<file path="src/logic/asp_pkg.sv">
// Constants and carrier types shared by the serial port block
package asp_pkg;
  localparam int ASP_DEPTH = 16;
  localparam logic [3:0] ASP_TICK_MID = 4'h7;
  localparam logic [3:0] ASP_TICK_LAST = 4'hf;
  localparam logic [3:0] ASP_BYTE_BITS = 4'h8;
  localparam logic [3:0] ASP_MIN_BITS = 4'h5;
  localparam logic [10:0] ASP_TO_TICKS = 11'h040;
  localparam int ASP_LSR_DR = 0;
  localparam int ASP_LSR_OE = 1;
  localparam int ASP_LSR_PE = 2;
  localparam int ASP_LSR_FE = 3;
  localparam int ASP_LSR_BI = 4;
  localparam int ASP_LSR_HOLDING_EMPTY_FLAG = 5;
  localparam int ASP_LSR_TEMT = 6;
  localparam int ASP_LSR_ERR = 7;
  localparam logic [7:0] ASP_LSR_RST = 8'h60;
  localparam int ASP_MS_CTS = 0;
  localparam int ASP_MS_DSR = 1;
  localparam int ASP_MS_RI = 2;
  localparam int ASP_MS_DCD = 3;
  typedef enum logic [2:0] {
    ASP_LEN_5 = 3'b000,
    ASP_LEN_6 = 3'b001,
    ASP_LEN_7 = 3'b010,
    ASP_LEN_8 = 3'b011,
    ASP_LEN_9 = 3'b100
  } asp_len_type;
  typedef enum logic [2:0] {
    ASP_PAR_NONE = 3'b000,
    ASP_PAR_EVEN = 3'b001,
    ASP_PAR_ODD = 3'b010,
    ASP_PAR_SPACE = 3'b011,
    ASP_PAR_MARK = 3'b100
  } asp_par_type;
  typedef struct packed {
    asp_len_type len;
    asp_par_type par;
    logic two_stop;
    logic brk;
  } asp_lctl_type;
  typedef struct packed {
    logic rx;
    logic holding_empty_flag;
    logic temt;
    logic ls;
    logic ms;
  } asp_ien_type;
  typedef struct packed {
    logic bi;
    logic fe;
    logic pe;
    logic [7:0] data;
  } asp_rx_entry_type;
endpackage

</file>
<file path="src/logic/asp_uart_top.sv">
// Serial port with transmit and receive queues and modem handshake lines
`timescale 1ns/1ps
// Notes on behaviour
// - Separate sixteen-byte queues for transmit and receive.
// - Five to nine data bits, same setting both directions.
// - Parity even, odd, space, mark, address/data or none.
// - One start bit, one or two stop bits sent; start and first stop bit checked.
// - Break can be driven on transmit and is detected on receive.
// - Queues can be switched on or off; receive trigger level compared.
// - Holding register is write only; up to eighteen bytes queue up, sixteen in the queue and two in the buffer ahead of it.
// - After reset holding register empty, its flag one, interrupt raised.
// - Writing the holding register clears the empty interrupt.
// - Least significant bit first, framed by configured protocol bits.
// - Transmit-complete interrupt after last bit; next write clears it.
// - Transmit line rests high when nothing is left to send.
// - One serial bit per sixteen baud ticks on transmit.
// - Nine-bit transmit: mark means address, space means data.
// - Data ready sets on a received byte, clears when all read.
// - Unused upper bits of short characters read as zero.
// - Nine-bit receive expects space; high ninth bit raises line status.
// - Receiver at sixteen times baud, aligned on start bit falling edge.
// - Framing, parity and break flagged per character; overrun in one flag held until line status is read.
// - Two handshake outputs, four inputs; any change except ring interrupts.
// - Ring indicate interrupts only on its trailing edge.
// - Loopback routes transmit data back to the receiver.
// - Below trigger and idle four character times raises time-out.
// - With queues on, data ready interrupt when count reaches trigger.
// - Line status interrupt clears when line status is read.
// - Modem status interrupt clears when modem status is read.
module asp_uart_top #(
  parameter int DEPTH = asp_pkg::ASP_DEPTH, // Queue depth, power of two
  parameter int CW = $clog2(DEPTH) + 1 // Queue count width
) (
  input wire logic core_clk, // System clock
  input wire logic rst_n, // Synchronous reset, active low
  input wire logic baud_tick, // Pulse at sixteen times bit rate
  input wire asp_pkg::asp_lctl_type lctl, // Character format and break
  input wire logic fifo_en, // Queues enabled
  input wire logic [CW-1:0] rx_trig, // Receive trigger level
  input wire logic loop_en, // Loopback mode
  input wire asp_pkg::asp_ien_type int_en, // Interrupt enables
  input wire logic mctl_rts, // Request to send, active high
  input wire logic mctl_dtr, // Terminal ready, active high
  input wire logic thr_wr, // Holding register write strobe
  input wire logic [7:0] thr_data, // Holding register write data
  output logic thr_ready, // Holding register can take a byte
  input wire logic rbr_rd, // Receive buffer read strobe
  output logic [7:0] rbr_data, // Receive buffer front byte
  input wire logic lsr_rd, // Line status read strobe
  output logic [7:0] line_status, // Line status register
  input wire logic msr_rd, // Modem status read strobe
  output logic [7:0] modem_status, // Modem status register
  output logic rx_irq, // Data ready or time-out interrupt
  output logic holding_empty_flag_irq, // Holding empty interrupt
  output logic temt_irq, // Transmission complete interrupt
  output logic ls_irq, // Line status interrupt
  output logic ms_irq, // Modem status interrupt
  output logic txd, // Serial transmit pin
  input wire logic rxd, // Serial receive pin
  input wire logic cts_n, // Clear to send pin
  input wire logic dsr_n, // Data set ready pin
  input wire logic dcd_n, // Carrier detect pin
  input wire logic ri_n, // Ring indicate pin
  output logic rts_n, // Request to send pin
  output logic dtr_n // Terminal ready pin
);
  localparam int AW = CW - 1;
  localparam logic [CW-1:0] CAP_FULL = CW'(DEPTH);
  localparam logic [CW-1:0] CAP_ONE = CW'(1);

  typedef enum logic [2:0] {
    TX_IDLE = 3'b000,
    TX_START = 3'b001,
    TX_DATA = 3'b010,
    TX_PAR = 3'b011,
    TX_STOP = 3'b100
  } asp_tx_state_type;
  typedef enum logic [2:0] {
    RX_IDLE = 3'b000,
    RX_START = 3'b001,
    RX_DATA = 3'b010,
    RX_PAR = 3'b011,
    RX_STOP = 3'b100
  } asp_rx_state_type;

  // In nine-bit mode the parity slot carries the address mark
  function automatic logic par_f(asp_pkg::asp_lctl_type c, logic [7:0] d);
    logic l9;
    l9 = (c.len == asp_pkg::ASP_LEN_9);
    par_f = (c.par == asp_pkg::ASP_PAR_MARK) | (!l9 &
            (((c.par == asp_pkg::ASP_PAR_EVEN) & ^d) |
             ((c.par == asp_pkg::ASP_PAR_ODD) & ~^d)));
  endfunction

  logic len9;
  logic [3:0] nbits;
  logic has_par;
  logic [7:0] dmask;
  logic [CW-1:0] cap;
  assign len9 = (lctl.len == asp_pkg::ASP_LEN_9);
  assign nbits = len9 ? asp_pkg::ASP_BYTE_BITS :
                 asp_pkg::ASP_MIN_BITS + 4'(lctl.len);
  assign has_par = len9 || (lctl.par != asp_pkg::ASP_PAR_NONE);
  assign dmask = 8'hff >> (asp_pkg::ASP_BYTE_BITS - nbits);
  assign cap = fifo_en ? CAP_FULL : CAP_ONE;

  // Two-entry buffer in front of the transmit queue
  logic [7:0] sk_mem_r [2];
  logic [1:0] sk_cnt_r;
  logic [1:0] sk_cnt_nxt;
  logic sk_wp_r;
  logic sk_rp_r;
  logic thr_ready_r;
  logic sk_push;
  logic sk_pop;
  logic [7:0] txf_mem_r [DEPTH];
  logic [AW-1:0] txf_wp_r;
  logic [AW-1:0] txf_rp_r;
  logic [CW-1:0] txf_cnt_r;
  logic txf_pop;
  assign sk_push = thr_wr && thr_ready_r;
  assign sk_pop = (sk_cnt_r != 2'h0) && (txf_cnt_r < cap);
  assign sk_cnt_nxt = sk_cnt_r + 2'(sk_push) - 2'(sk_pop);

  always_ff @(posedge core_clk) begin
    if (!rst_n) begin
      sk_cnt_r <= 2'h0;
      sk_wp_r <= 1'b0;
      sk_rp_r <= 1'b0;
      thr_ready_r <= 1'b0;
    end else begin
      sk_cnt_r <= sk_cnt_nxt;
      thr_ready_r <= (sk_cnt_nxt != 2'h2);
      if (sk_push) begin
        sk_wp_r <= !sk_wp_r;
      end
      if (sk_pop) begin
        sk_rp_r <= !sk_rp_r;
      end
    end
  end

  always_ff @(posedge core_clk) begin
    if (sk_push) begin
      sk_mem_r[sk_wp_r] <= thr_data;
    end
    if (sk_pop) begin
      txf_mem_r[txf_wp_r] <= sk_mem_r[sk_rp_r];
    end
  end

  always_ff @(posedge core_clk) begin
    if (!rst_n) begin
      txf_wp_r <= '0;
      txf_rp_r <= '0;
      txf_cnt_r <= '0;
    end else begin
      txf_cnt_r <= txf_cnt_r + CW'(sk_pop) - CW'(txf_pop);
      if (sk_pop) begin
        txf_wp_r <= txf_wp_r + AW'(1);
      end
      if (txf_pop) begin
        txf_rp_r <= txf_rp_r + AW'(1);
      end
    end
  end

  // Transmit shifter
  asp_tx_state_type tx_st_r;
  logic [3:0] tx_tick_r;
  logic [3:0] tx_bit_r;
  logic [7:0] tx_sh_r;
  logic tx_par_r;
  logic tx_line_r;
  logic tx_end;
  logic tx_done;
  logic tx_eff;
  assign txf_pop = (tx_st_r == TX_IDLE) && (txf_cnt_r != '0);
  assign tx_end = baud_tick && (tx_tick_r == asp_pkg::ASP_TICK_LAST);
  assign tx_done = tx_end && (tx_st_r == TX_STOP) &&
                   !(lctl.two_stop && (tx_bit_r == 4'h0));
  assign tx_eff = tx_line_r && !lctl.brk;

  always_ff @(posedge core_clk) begin
    if (!rst_n) begin
      tx_st_r <= TX_IDLE;
      tx_tick_r <= 4'h0;
      tx_bit_r <= 4'h0;
      tx_sh_r <= 8'h00;
      tx_par_r <= 1'b0;
      tx_line_r <= 1'b1;
    end else begin
      if (tx_st_r == TX_IDLE) begin
        tx_tick_r <= 4'h0;
      end else if (baud_tick) begin
        tx_tick_r <= tx_tick_r + 4'h1;
      end
      unique case (tx_st_r)
        TX_IDLE: if (txf_pop) begin
          tx_sh_r <= txf_mem_r[txf_rp_r] & dmask;
          tx_par_r <= par_f(lctl, txf_mem_r[txf_rp_r] & dmask);
          tx_line_r <= 1'b0;
          tx_st_r <= TX_START;
        end
        TX_START: if (tx_end) begin
          tx_line_r <= tx_sh_r[0];
          tx_sh_r <= tx_sh_r >> 1;
          tx_bit_r <= 4'h1;
          tx_st_r <= TX_DATA;
        end
        TX_DATA: if (tx_end) begin
          if (tx_bit_r != nbits) begin
            tx_line_r <= tx_sh_r[0];
            tx_sh_r <= tx_sh_r >> 1;
            tx_bit_r <= tx_bit_r + 4'h1;
          end else if (has_par) begin
            tx_line_r <= tx_par_r;
            tx_st_r <= TX_PAR;
          end else begin
            tx_line_r <= 1'b1;
            tx_bit_r <= 4'h0;
            tx_st_r <= TX_STOP;
          end
        end
        TX_PAR: if (tx_end) begin
          tx_line_r <= 1'b1;
          tx_bit_r <= 4'h0;
          tx_st_r <= TX_STOP;
        end
        TX_STOP: if (tx_end) begin
          if (tx_done) begin
            tx_st_r <= TX_IDLE;
          end else begin
            tx_bit_r <= 4'h1;
          end
        end
      endcase
    end
  end

  // Receive line: two-stage synchroniser, then start-edge search
  logic rx_s1_r;
  logic rx_s2_r;
  logic rx_prev_r;
  logic rx_in;
  always_ff @(posedge core_clk) begin
    if (!rst_n) begin
      rx_s1_r <= 1'b1;
      rx_s2_r <= 1'b1;
    end else begin
      rx_s1_r <= rxd;
      rx_s2_r <= rx_s1_r;
    end
  end
  assign rx_in = loop_en ? tx_eff : rx_s2_r;

  asp_rx_state_type rx_st_r;
  logic [3:0] rx_tick_r;
  logic [3:0] rx_bit_r;
  logic [7:0] rx_sh_r;
  logic rx_pbit_r;
  logic rx_any_r;
  logic rx_smp;
  logic rx_push;
  logic [7:0] rx_data;
  logic rx_pe;
  asp_pkg::asp_rx_entry_type rx_ent;
  assign rx_smp = baud_tick && (rx_tick_r == asp_pkg::ASP_TICK_MID);
  assign rx_push = rx_smp && (rx_st_r == RX_STOP);
  assign rx_data = rx_sh_r >> (asp_pkg::ASP_BYTE_BITS - nbits);
  // Nine-bit mode always expects space, so an address shows as parity error
  assign rx_pe = has_par &&
                 (rx_pbit_r != (!len9 && par_f(lctl, rx_data)));
  assign rx_ent = {!rx_any_r && !rx_in, !rx_in, rx_pe, rx_data};

  always_ff @(posedge core_clk) begin
    if (!rst_n) begin
      rx_st_r <= RX_IDLE;
      rx_tick_r <= 4'h0;
      rx_bit_r <= 4'h0;
      rx_sh_r <= 8'h00;
      rx_pbit_r <= 1'b0;
      rx_any_r <= 1'b0;
      rx_prev_r <= 1'b1;
    end else begin
      if (baud_tick) begin
        rx_prev_r <= rx_in;
      end
      if (rx_st_r == RX_IDLE) begin
        rx_tick_r <= 4'h0;
      end else if (baud_tick) begin
        rx_tick_r <= rx_tick_r + 4'h1;
      end
      unique case (rx_st_r)
        RX_IDLE: if (baud_tick && rx_prev_r && !rx_in) begin
          rx_st_r <= RX_START;
          rx_bit_r <= 4'h0;
          rx_any_r <= 1'b0;
          rx_pbit_r <= 1'b0;
        end
        RX_START: if (rx_smp) begin
          rx_st_r <= rx_in ? RX_IDLE : RX_DATA;
        end
        RX_DATA: if (rx_smp) begin
          rx_sh_r <= {rx_in, rx_sh_r[7:1]};
          rx_any_r <= rx_any_r | rx_in;
          rx_bit_r <= rx_bit_r + 4'h1;
          if (rx_bit_r + 4'h1 == nbits) begin
            rx_st_r <= has_par ? RX_PAR : RX_STOP;
          end
        end
        RX_PAR: if (rx_smp) begin
          rx_pbit_r <= rx_in;
          rx_any_r <= rx_any_r | rx_in;
          rx_st_r <= RX_STOP;
        end
        RX_STOP: if (rx_smp) begin
          rx_st_r <= RX_IDLE;
        end
      endcase
    end
  end

  // Receive queue; the front entry carries its own error flags
  asp_pkg::asp_rx_entry_type rxf_mem_r [DEPTH];
  asp_pkg::asp_rx_entry_type rxf_head;
  logic [AW-1:0] rxf_wp_r;
  logic [AW-1:0] rxf_rp_r;
  logic [CW-1:0] rxf_cnt_r;
  logic rxf_push;
  logic rxf_pop;
  logic rx_ovr;
  logic rx_nz;
  assign rxf_push = rx_push && (rxf_cnt_r < cap);
  assign rx_ovr = rx_push && (rxf_cnt_r >= cap);
  assign rxf_pop = rbr_rd && (rxf_cnt_r != '0);
  assign rxf_head = rxf_mem_r[rxf_rp_r];
  assign rx_nz = (rxf_cnt_r != '0);

  always_ff @(posedge core_clk) begin
    if (rxf_push) begin
      rxf_mem_r[rxf_wp_r] <= rx_ent;
    end
  end

  always_ff @(posedge core_clk) begin
    if (!rst_n) begin
      rxf_wp_r <= '0;
      rxf_rp_r <= '0;
      rxf_cnt_r <= '0;
    end else begin
      rxf_cnt_r <= rxf_cnt_r + CW'(rxf_push) - CW'(rxf_pop);
      if (rxf_push) begin
        rxf_wp_r <= rxf_wp_r + AW'(1);
      end
      if (rxf_pop) begin
        rxf_rp_r <= rxf_rp_r + AW'(1);
      end
    end
  end

  // Receive time-out, counted in baud ticks
  logic [3:0] char_bits;
  logic [10:0] to_lim;
  logic [10:0] to_cnt_r;
  logic to_pend_r;
  logic rx_lvl;
  assign char_bits = 4'h2 + nbits + 4'(has_par) + 4'(lctl.two_stop);
  assign to_lim = 11'(char_bits) * asp_pkg::ASP_TO_TICKS;
  assign rx_lvl = fifo_en ? (rxf_cnt_r >= rx_trig) : rx_nz;

  always_ff @(posedge core_clk) begin
    if (!rst_n) begin
      to_cnt_r <= 11'h000;
      to_pend_r <= 1'b0;
    end else begin
      if (rxf_push || rxf_pop || !rx_nz) begin
        to_cnt_r <= 11'h000;
      end else if (baud_tick && (to_cnt_r < to_lim)) begin
        to_cnt_r <= to_cnt_r + 11'h001;
      end
      if (fifo_en && rx_nz && (rxf_cnt_r < rx_trig) &&
          (to_cnt_r >= to_lim)) begin
        to_pend_r <= 1'b1;
      end else if (!rx_nz) begin
        to_pend_r <= 1'b0;
      end
    end
  end

  // Line status and transmit events; a set always beats a clear
  logic head_err;
  logic holding_empty_flag;
  logic temt;
  logic oe_r;
  logic ls_pend_r;
  logic hd_chk_r;
  logic holding_empty_flag_prev_r;
  logic holding_empty_flag_pend_r;
  logic temt_pend_r;
  logic [7:0] lsr_nxt;
  assign head_err = rx_nz && (rxf_head.bi || rxf_head.fe || rxf_head.pe);
  assign holding_empty_flag = (sk_cnt_r == 2'h0) && (txf_cnt_r == '0);
  assign temt = holding_empty_flag && (tx_st_r == TX_IDLE);

  always_comb begin
    lsr_nxt = 8'h00;
    lsr_nxt[asp_pkg::ASP_LSR_DR] = rx_nz;
    lsr_nxt[asp_pkg::ASP_LSR_OE] = oe_r;
    lsr_nxt[asp_pkg::ASP_LSR_PE] = rx_nz && rxf_head.pe;
    lsr_nxt[asp_pkg::ASP_LSR_FE] = rx_nz && rxf_head.fe;
    lsr_nxt[asp_pkg::ASP_LSR_BI] = rx_nz && rxf_head.bi;
    lsr_nxt[asp_pkg::ASP_LSR_HOLDING_EMPTY_FLAG] = holding_empty_flag;
    lsr_nxt[asp_pkg::ASP_LSR_TEMT] = temt;
    lsr_nxt[asp_pkg::ASP_LSR_ERR] = head_err;
  end

  always_ff @(posedge core_clk) begin
    if (!rst_n) begin
      oe_r <= 1'b0;
      ls_pend_r <= 1'b0;
      hd_chk_r <= 1'b0;
    end else begin
      hd_chk_r <= rxf_pop || (rxf_push && !rx_nz);
      if (rx_ovr) begin
        oe_r <= 1'b1;
      end else if (lsr_rd) begin
        oe_r <= 1'b0;
      end
      if (rx_ovr || (hd_chk_r && head_err)) begin
        ls_pend_r <= 1'b1;
      end else if (lsr_rd) begin
        ls_pend_r <= 1'b0;
      end
    end
  end

  always_ff @(posedge core_clk) begin
    if (!rst_n) begin
      holding_empty_flag_prev_r <= 1'b1;
      holding_empty_flag_pend_r <= 1'b1;
      temt_pend_r <= 1'b0;
    end else begin
      holding_empty_flag_prev_r <= holding_empty_flag;
      if (holding_empty_flag && !holding_empty_flag_prev_r) begin
        holding_empty_flag_pend_r <= 1'b1;
      end else if (sk_push) begin
        holding_empty_flag_pend_r <= 1'b0;
      end
      if (tx_done && holding_empty_flag) begin
        temt_pend_r <= 1'b1;
      end else if (sk_push) begin
        temt_pend_r <= 1'b0;
      end
    end
  end

  // Modem inputs: synchronised per pin, then change detection
  logic [3:0] md_pins;
  logic [3:0] md_s1_r;
  logic [3:0] md_s2_r;
  logic [3:0] md_in;
  logic [3:0] md_prev_r;
  logic [3:0] ms_delta_r;
  assign md_pins = ~{dcd_n, ri_n, dsr_n, cts_n};

  always_comb begin
    md_in = md_s2_r;
    if (loop_en) begin
      md_in = 4'h0;
      md_in[asp_pkg::ASP_MS_CTS] = mctl_rts;
      md_in[asp_pkg::ASP_MS_DSR] = mctl_dtr;
    end
  end

  for (genvar gi = 0; gi < 4; gi++) begin : g_modem
    always_ff @(posedge core_clk) begin
      if (!rst_n) begin
        md_s1_r[gi] <= 1'b0;
        md_s2_r[gi] <= 1'b0;
        md_prev_r[gi] <= 1'b0;
        ms_delta_r[gi] <= 1'b0;
      end else begin
        md_s1_r[gi] <= md_pins[gi];
        md_s2_r[gi] <= md_s1_r[gi];
        md_prev_r[gi] <= md_in[gi];
        if ((gi == asp_pkg::ASP_MS_RI) ? (md_prev_r[gi] && !md_in[gi]) :
            (md_prev_r[gi] != md_in[gi])) begin
          ms_delta_r[gi] <= 1'b1;
        end else if (msr_rd) begin
          ms_delta_r[gi] <= 1'b0;
        end
      end
    end
  end

  // Registered outputs
  logic [7:0] rbr_data_r;
  logic [7:0] line_status_r;
  logic [7:0] modem_status_r;
  logic rx_irq_r;
  logic holding_empty_flag_irq_r;
  logic temt_irq_r;
  logic ls_irq_r;
  logic ms_irq_r;
  logic txd_r;
  logic rts_n_r;
  logic dtr_n_r;

  always_ff @(posedge core_clk) begin
    if (!rst_n) begin
      rbr_data_r <= 8'h00;
      line_status_r <= asp_pkg::ASP_LSR_RST;
      modem_status_r <= 8'h00;
      txd_r <= 1'b1;
      rts_n_r <= 1'b1;
      dtr_n_r <= 1'b1;
    end else begin
      rbr_data_r <= rx_nz ? rxf_head.data : 8'h00;
      line_status_r <= lsr_nxt;
      modem_status_r <= {md_in, ms_delta_r};
      // Pin stays idle during loopback so the far end sees no traffic
      txd_r <= loop_en || tx_eff;
      rts_n_r <= loop_en || !mctl_rts;
      dtr_n_r <= loop_en || !mctl_dtr;
    end
  end

  always_ff @(posedge core_clk) begin
    if (!rst_n) begin
      rx_irq_r <= 1'b0;
      holding_empty_flag_irq_r <= 1'b0;
      temt_irq_r <= 1'b0;
      ls_irq_r <= 1'b0;
      ms_irq_r <= 1'b0;
    end else begin
      rx_irq_r <= int_en.rx && (rx_lvl || to_pend_r);
      holding_empty_flag_irq_r <= int_en.holding_empty_flag && holding_empty_flag_pend_r;
      temt_irq_r <= int_en.temt && temt_pend_r;
      ls_irq_r <= int_en.ls && ls_pend_r;
      ms_irq_r <= int_en.ms && (ms_delta_r != 4'h0);
    end
  end

  assign thr_ready = thr_ready_r;
  assign rbr_data = rbr_data_r;
  assign line_status = line_status_r;
  assign modem_status = modem_status_r;
  assign rx_irq = rx_irq_r;
  assign holding_empty_flag_irq = holding_empty_flag_irq_r;
  assign temt_irq = temt_irq_r;
  assign ls_irq = ls_irq_r;
  assign ms_irq = ms_irq_r;
  assign txd = txd_r;
  assign rts_n = rts_n_r;
  assign dtr_n = dtr_n_r;

  a_queue_bound: assert property (@(posedge core_clk) disable iff (!rst_n)
    (rxf_cnt_r <= CAP_FULL) && (txf_cnt_r <= CAP_FULL))
    else $error("queue count above depth");
  a_holding_empty_flag_reset: assert property (@(posedge core_clk)
    $rose(rst_n) |-> line_status_r[asp_pkg::ASP_LSR_HOLDING_EMPTY_FLAG] && holding_empty_flag_pend_r)
    else $error("holding empty not shown after reset");
  a_write_clears: assert property (@(posedge core_clk) disable iff (!rst_n)
    sk_push && !(holding_empty_flag && !holding_empty_flag_prev_r) |=> !holding_empty_flag_pend_r)
    else $error("write did not clear holding empty");
  a_bit_period: assert property (@(posedge core_clk) disable iff (!rst_n)
    ($past(tx_st_r) != TX_IDLE) && $changed(tx_line_r) |->
    $past(baud_tick) && ($past(tx_tick_r) == asp_pkg::ASP_TICK_LAST))
    else $error("transmit bit changed off the sixteenth tick");
  a_start_low: assert property (@(posedge core_clk) disable iff (!rst_n)
    $rose(tx_st_r == TX_START) |-> !tx_line_r [*8])
    else $error("start bit not low");
  a_idle_high: assert property (@(posedge core_clk) disable iff (!rst_n)
    (tx_st_r == TX_IDLE) && !lctl.brk && !loop_en |=> txd_r)
    else $error("idle transmit line not high");
  a_short_zero: assert property (@(posedge core_clk) disable iff (!rst_n)
    rx_push && !len9 |-> ((rx_data & ~dmask) == 8'h00))
    else $error("unused receive bits not zero");
  a_dr_follows: assert property (@(posedge core_clk) disable iff (!rst_n)
    rxf_push |-> ##2 line_status_r[asp_pkg::ASP_LSR_DR])
    else $error("data ready missing after receive");
  a_lsr_clear: assert property (@(posedge core_clk) disable iff (!rst_n)
    lsr_rd && !rx_ovr && !(hd_chk_r && head_err) |=> !ls_pend_r)
    else $error("line status read did not clear");
  a_ring_edge: assert property (@(posedge core_clk) disable iff (!rst_n)
    $rose(ms_delta_r[asp_pkg::ASP_MS_RI]) |->
    $past(md_prev_r[asp_pkg::ASP_MS_RI]) && !$past(md_in[asp_pkg::ASP_MS_RI]))
    else $error("ring delta without trailing edge");
  a_timeout_cond: assert property (@(posedge core_clk) disable iff (!rst_n)
    $rose(to_pend_r) |-> $past(rxf_cnt_r < rx_trig) && $past(to_cnt_r >= to_lim))
    else $error("time-out raised without idle period");
endmodule

</file>
<file path="config.mk">
export PLATFORM = sky130hd
export DESIGN_NAME = asp_uart_top
export DESIGN_NICKNAME = d
export VERILOG_FILES = /design/src/logic/asp_pkg.sv /design/src/logic/asp_uart_top.sv
export SDC_FILE = /design/constraint.sdc
export NUM_CORES = 1
export LEC_CHECK = 0
export BUFFER_PORTS_ARGS = -buffer_cell sky130_fd_sc_hd__buf_2
export CORE_ASPECT_RATIO = 1.4
export CORE_MARGIN = 10
export CORE_UTILIZATION = 62
export DETAILED_ROUTE_END_ITERATION = 10
export GPL_ROUTABILITY_DRIVEN = 0
export PLACE_DENSITY_LB_ADDON = 0.2
export SLEW_MARGIN = 0
export SYNTH_ARGS = -nofsm -noshare
export SYNTH_HDL_FRONTEND = slang
export SYNTH_SLANG_ARGS = --single-unit
</file>
<file path="constraint.sdc">
create_clock -name core_clk -period 4.72 [get_ports core_clk]
set_clock_uncertainty 0.05 [all_clocks]
set_input_delay 0.472 -clock core_clk [delete_from_list [all_inputs] [get_ports core_clk]]
set_output_delay 0.472 -clock core_clk [all_outputs]
set_load 0.05 [all_outputs]
</file>
-- Word-level counts from Yosys, hierarchy flattened
Memory sizes are Yosys's and may differ from the RTL's. A register that Yosys moved wholly into a read port is not among the register bits.
Index checks and enable logic that the tools add are counted.
- bits in registers: 142
- memory bits (writable): 320
- output and inout port bits: 33
- memories: 3
- reductions and logical operators: 104
- bitwise gates (word level): 14
- shifts and indexed selects: 2
- multiplexer cells: 74
- equal/unequal tests: 39
- $add $sub $neg: 20
- order comparisons: 7
- memories (memory ; depth ; bits a word ; read ports ; clocked after Yosys merged registers in ; write ports ; RTL line ; text):
    rxf_mem_r ; 16 ; 11 ; 1 ; 1 ; 1 ; asp_uart_top.sv:325 ; asp_pkg::asp_rx_entry_type rxf_mem_r [DEPTH];
    txf_mem_r ; 16 ; 8 ; 1 ; 1 ; 1 ; asp_uart_top.sv:116 ; logic [7:0] txf_mem_r [DEPTH];
    sk_mem_r ; 2 ; 8 ; 1 ; 1 ; 1 ; asp_uart_top.sv:108 ; logic [7:0] sk_mem_r [2];
- operators with widths (cell ; number):
    two-way mux 4 bit ; 15
    two-way mux 3 bit ; 14
    logical AND 1 bit ; 38
    adder 4 x 1 -> 4 bit, second input constant ; 8
    two-way mux 8 bit ; 4
    two-way mux 1 bit ; 31
    != test 2 bit, second input constant ; 15
    one-hot mux 3 bit (5 select lines) ; 2
    one-hot mux 8 bit (3 select lines) ; 1
    nonzero test 2 bit ; 11
    one-hot mux 4 bit (4 select lines) ; 1
    XNOR reduction 8 bit ; 2
    XOR reduction 8 bit ; 2
    equality test 3 x 2 -> 1 bit, second input constant ; 5
    less-than comparator 5 bit ; 3
    AND reduction 7 bit ; 2
    equality test 3 bit, second input constant ; 4
    logical NOT 1 bit ; 12
    nonzero test 4 bit ; 3
    adder 11 x 1 -> 11 bit, second input constant ; 1
    >= comparator 11 x 10 -> 1 bit ; 1
    logical OR 1 bit ; 11
    less-than comparator 11 x 10 -> 1 bit ; 1
    adder 5 x 1 -> 5 bit ; 2
    other kinds (39) ; 71

-- Depth between registers and ports, before layout
- word-level depth: 12
- depth in mapped cells: 19

-- Worst setup path before layout
Ideal clock, no wire load.
- path kind: in2reg
- start point: input lctl[5] (netlist name)
- end point: register to_cnt_r[7]
- data arrival time: 3.685 ns
- buffers on the path: 2
- path slack: 0.915 ns
- stages: 18
- setup time: 0.071 ns
- data required time: 4.599 ns
- cell sequence: buf_4 inv_1 ha_1 buf_6 a21oi_1 and2_0 inv_1 ha_1 a21oi_1 ha_1 xor2_1 ha_1 a21oi_1 o221ai_1 nor2_1 nand4_1 or3_1 a21oi_1
- word-level cells in the longest chain between the ends: 7
- elaborated cells between the ends (all ways): 9
- RTL lines (element ; RTL line ; text):
    from (decl) ; asp_uart_top.sv:37 ; input wire asp_pkg::asp_lctl_type lctl,
    adder 3 x 3 -> 4 bit / equality test 3 bit (equally long branches) ; asp_uart_top.sv:102, asp_uart_top.sv:100 ;
    two-way mux 4 bit ; asp_uart_top.sv:101 ; assign nbits = len9 ? asp_pkg::ASP_BYTE_BITS :
    adder 2 x 4 -> 4 bit ; asp_uart_top.sv:368 ; assign char_bits = 4'h2 + nbits + 4'(has_par) + 4'(lctl.two_stop);
    adder 4 x 1 -> 4 bit * (2 in series) ; asp_uart_top.sv:368 ;
    less-than comparator 11 x 10 -> 1 bit * ; asp_uart_top.sv:379 ; end else if (baud_tick && (to_cnt_r < to_lim)) begin
    logical AND 1 bit * ; asp_uart_top.sv:379 ;
    to (signal assigned) ; asp_uart_top.sv:380 ; to_cnt_r <= to_cnt_r + 11'h001;
    to (decl) ; asp_uart_top.sv:365 ; logic [10:0] to_cnt_r;
Mark *: on every way between the ends. The rest lies on a longest branch, timed or not.
A chain may end at the register's enable or synchronous reset.

-- Worst setup path after layout
Ends and elaborated chain as after synthesis.

==> impl_metrics.csv <==
group,metric,value,unit
synth,synth_xor_xnor_area_share,2.760,%
clock_network,cts_tree,"built",
clock_network,clockBufferDepth,3,
clock_network,cts_root_buf,"clkbuf_16",
synth,synth-simple-area-share,9.530,%
global_route,antenna_found_initial,5,
outcome,outcome,"complete, no violations",
routing,ant_nets,0,
synth,synth_area,19810,um^2
clock_network,cts_resized,0,
synth,muxShareOfSynthArea,12.31,%
synth,synth_flop_cell,"edfxtp_1",
critical_path,rr_worst_depth,16,
critical_path,path_class,"in -> reg",
synth,synth_compound_area_share,5.842,%
synth,synthAdderAreaFrac,3.549,%
worst_hold_path,min_path_type,"in -> reg",
final_layout,fillers,2135,
floorplan,fp.dieW,171.1,um
routing,num_vias,11210,
routing,drt_iter0_markers,745,
routing,drtPass1Iterations,5,
timing,finalMaxSlewViolations,0,
floorplan,row_count,77,
critical_path,crit_family,"simple AND/OR/NAND/NOR gates",
power_and_ir_drop,powerDensity,489.7,nW/um^2
placement,port-buffer-count,74,
critical_path,r2r_end,"rxf_cnt_r[4]",
critical_path,arrival,4.20,ns
final_layout,utilization,69.69,%
global_route,grt_overflow,0,
synth,avgSynthCellArea,14.61,um^2
final_layout,register_area,12530,um^2
critical_path,ff2ff_setup_slack,1.32,ns
timing,fin_crit_sh,80.20,%
timing,hold_ws,0.03354,ns
critical_path,cp-start-kind,"primary input",
critical_path,end_kind,"register",
floorplan,die_area,39610,um^2
synth,ys_seq_area_share,63.26,%
critical_path,cp_max_fo,12,
clock_network,h-tree-depth,2,
final_layout,fin_nets,1550,
global_route,grt.total_usage,20.94,%
routing,drc_errors,0,
routing,finalWirelength,40670,um
final_layout,mostFrequentLayoutCell,"edfxtp_1",
power_and_ir_drop,peakVddDrop,452.2,uV
final_layout,area_growth,11.16,%
synth,synth.distinct_cells,78,
critical_path,critPathSlowestCell,"or3_1",
timing,slew_headroom,24.20,%
clock_network,clock_sinks,466,
power_and_ir_drop,p_leak,7.487,nW
global_route,grt_max_degree,75,
critical_path,slowest_delay,0.42,ns
clock_network,clk_pin_slew,0.06,ns
floorplan,start_util,62.69,%
clock_network,numCtsBuffers,42,
synth,synth_fp_nets,1453,
final_layout,most-common-layout-cells,"edfxtp_1 (320), dfxtp_1 (145), nand2_1 (86)",
clock_network,clk_latency,0.55,ns
worst_hold_path,hold_start,"ri_n",
timing,tns,0,ns
global_route,grt_pass1_vias,11630,
floorplan,core_area,31600,um^2
global_route,grt_pass1_wl,64790,um
routing,avgRoutedWirePerCell,21.60,um
placement,dp_hpwl,27630,um
synth,syn_inst,1356,
timing,worstMarginPinSlew,1.133,ns
synth,synth_edf_count,320,
critical_path,r2r_start,"rxf_cnt_r[1]",
critical_path,required,5.14,ns
worst_hold_path,hold_path_depth,2,
clock_network,post_cts_buffers,0,
clock_network,ctsHoldBuffers,2,
synth,ys_async_sr_fraction,0,%
floorplan,io_pins,75,
timing,finalHoldViolCount,0,
routing,viasPerCell,5.953,
final_layout,drive_above_1_share,19.33,%
timing,clock.fmax,0.2642,GHz
synth,yosys_warnings,0,
critical_path,crit_buf_inv,3,
timing,setup_viol,0,
timing,finalCriticalPeriod,3.785,ns
floorplan,die_h,231.5,um
critical_path,critPathLaunch,"lctl[5]",
final_layout,multiInputGateArea,6734,um^2
timing,rsz0062_at_grt,"false",
synth,synth-seq-cells,466,
worst_hold_path,min_to,"md_s1_r[2]",
critical_path,crit_chain,"buf_2 -> inv_1 -> ha_1 -> a21oi_1 -> and2_0 -> inv_1 -> ha_1 -> a21oi_1 -> ha_1 -> xor2_1 -> ha_1 -> a21oi_1 -> o221ai_1 -> nor2_1 -> nand4_1 -> or3_1 -> a21oi_1",
flow_run,drv_cap,0,
synth,synth_top_family_by_area,"multiplexers",
==> cells in the mapped netlist (8+ instances only) <==
cell	instances	share of area, %
mux4_1	9	1.2
and2_1	40	1.3
o211a_1	9	0.45
edfxtp_1	320	49
or3_1	10	0.32
a21boi_0	21	0.80
nor2b_1	34	1.1
o21ai_0	37	0.93
nand3_1	21	0.53
inv_1	49	0.93
nor2_1	85	1.6
a21oi_1	36	0.91
xnor2_1	37	1.6
nand2_1	86	1.6
buf_4	8	0.30
nor3_1	21	0.53
dfxtp_1	146	15
xor2_1	21	0.93
nand2b_1	16	0.51
clkbuf_1	40	0.76
ha_1	53	3.3
a21o_1	8	0.30
mux2i_1	22	1.1
and3_1	20	0.63
mux2_2	9	0.51
buf_2	9	0.23
mux4_2	83	9.4
nand4_1	12	0.38
==> state kept, by name, indices dropped and copies added (netlist names), 5 cells and up, named ones only <==
| signal | count |
|---|---|
| sk_mem_r | 16 |
| txf_cnt_r | 5 |
| modem_status | 7 |
| rx_sh_r | 8 |
| rxf_mem_r | 176 |
| tx_sh_r | 8 |
| rbr_data | 8 |
| txf_mem_r | 128 |
| line_status | 8 |
| rxf_cnt_r | 5 |
| to_cnt_r | 11 |
==> cell families (layout without fill, tap and decap cells) <==
family                   count (synthesis)  in the layout
AO/OA/AOI/OAI                          164            164
XOR/XNOR                                60             60
adder cells (fa/ha/maj)                 55             55
buffers and inverters                  117            246
flip-flops                             466            466
multiplexers                           124            124
other                                    0              3
AND/OR/NAND/NOR                        370            370
==> stage by stage <==
stage                     cell area [um^2]  power (mW)  worst slack [ns]  cells
final                                22020       10.78            0.9347   1883
after global routing                 22020       11.29            0.4951   1881
after CTS                            22010       10.90            0.9719   1880
after detailed placement             20650       7.578            0.4397   1802
after global placement               20650       7.507            0.5952   1802
after floorplan                      19810       6.941            0.9148   1356
==> power breakdown <==
group          switching (mW)  internal [mW]  total (mW)
combinational            1.46           1.05        2.51
sequential              0.204           4.75        4.96
clock                    1.43           1.88        3.31
==> layer usage <==
layer	wire (um)	vias up	global-route usage, %
met5	31	-	0
met4	1322	4	8.063
met3	1679	85	3.539
met2	22650	246	38.82
met1	15000	5610	23.26
li1	-	5265	-
==> worst max path at each step <==
stage,cells past startpoint,end,slack (ns)
after global routing,17,to_cnt_r[7],0.50
after detailed placement,17,to_cnt_r[9],0.44
after CTS,17,to_cnt_r[7],0.97
after global placement,17,to_cnt_r[5],0.60
after floorplan,18,to_cnt_r[7],0.91
final,17,to_cnt_r[7],0.93
==> layout make-up <==
type	instances	area share (%)
flip-flops and latches	466	56.91
multi-input cells	773	30.58
clock buffers	65	5.676
repair buffers	120	3.284
well taps	395	2.244
inverters	50	0.8522
clock inverters	11	0.4204
diodes	3	0.03409
No activity file was read; power rests on OpenSTA's default activity.
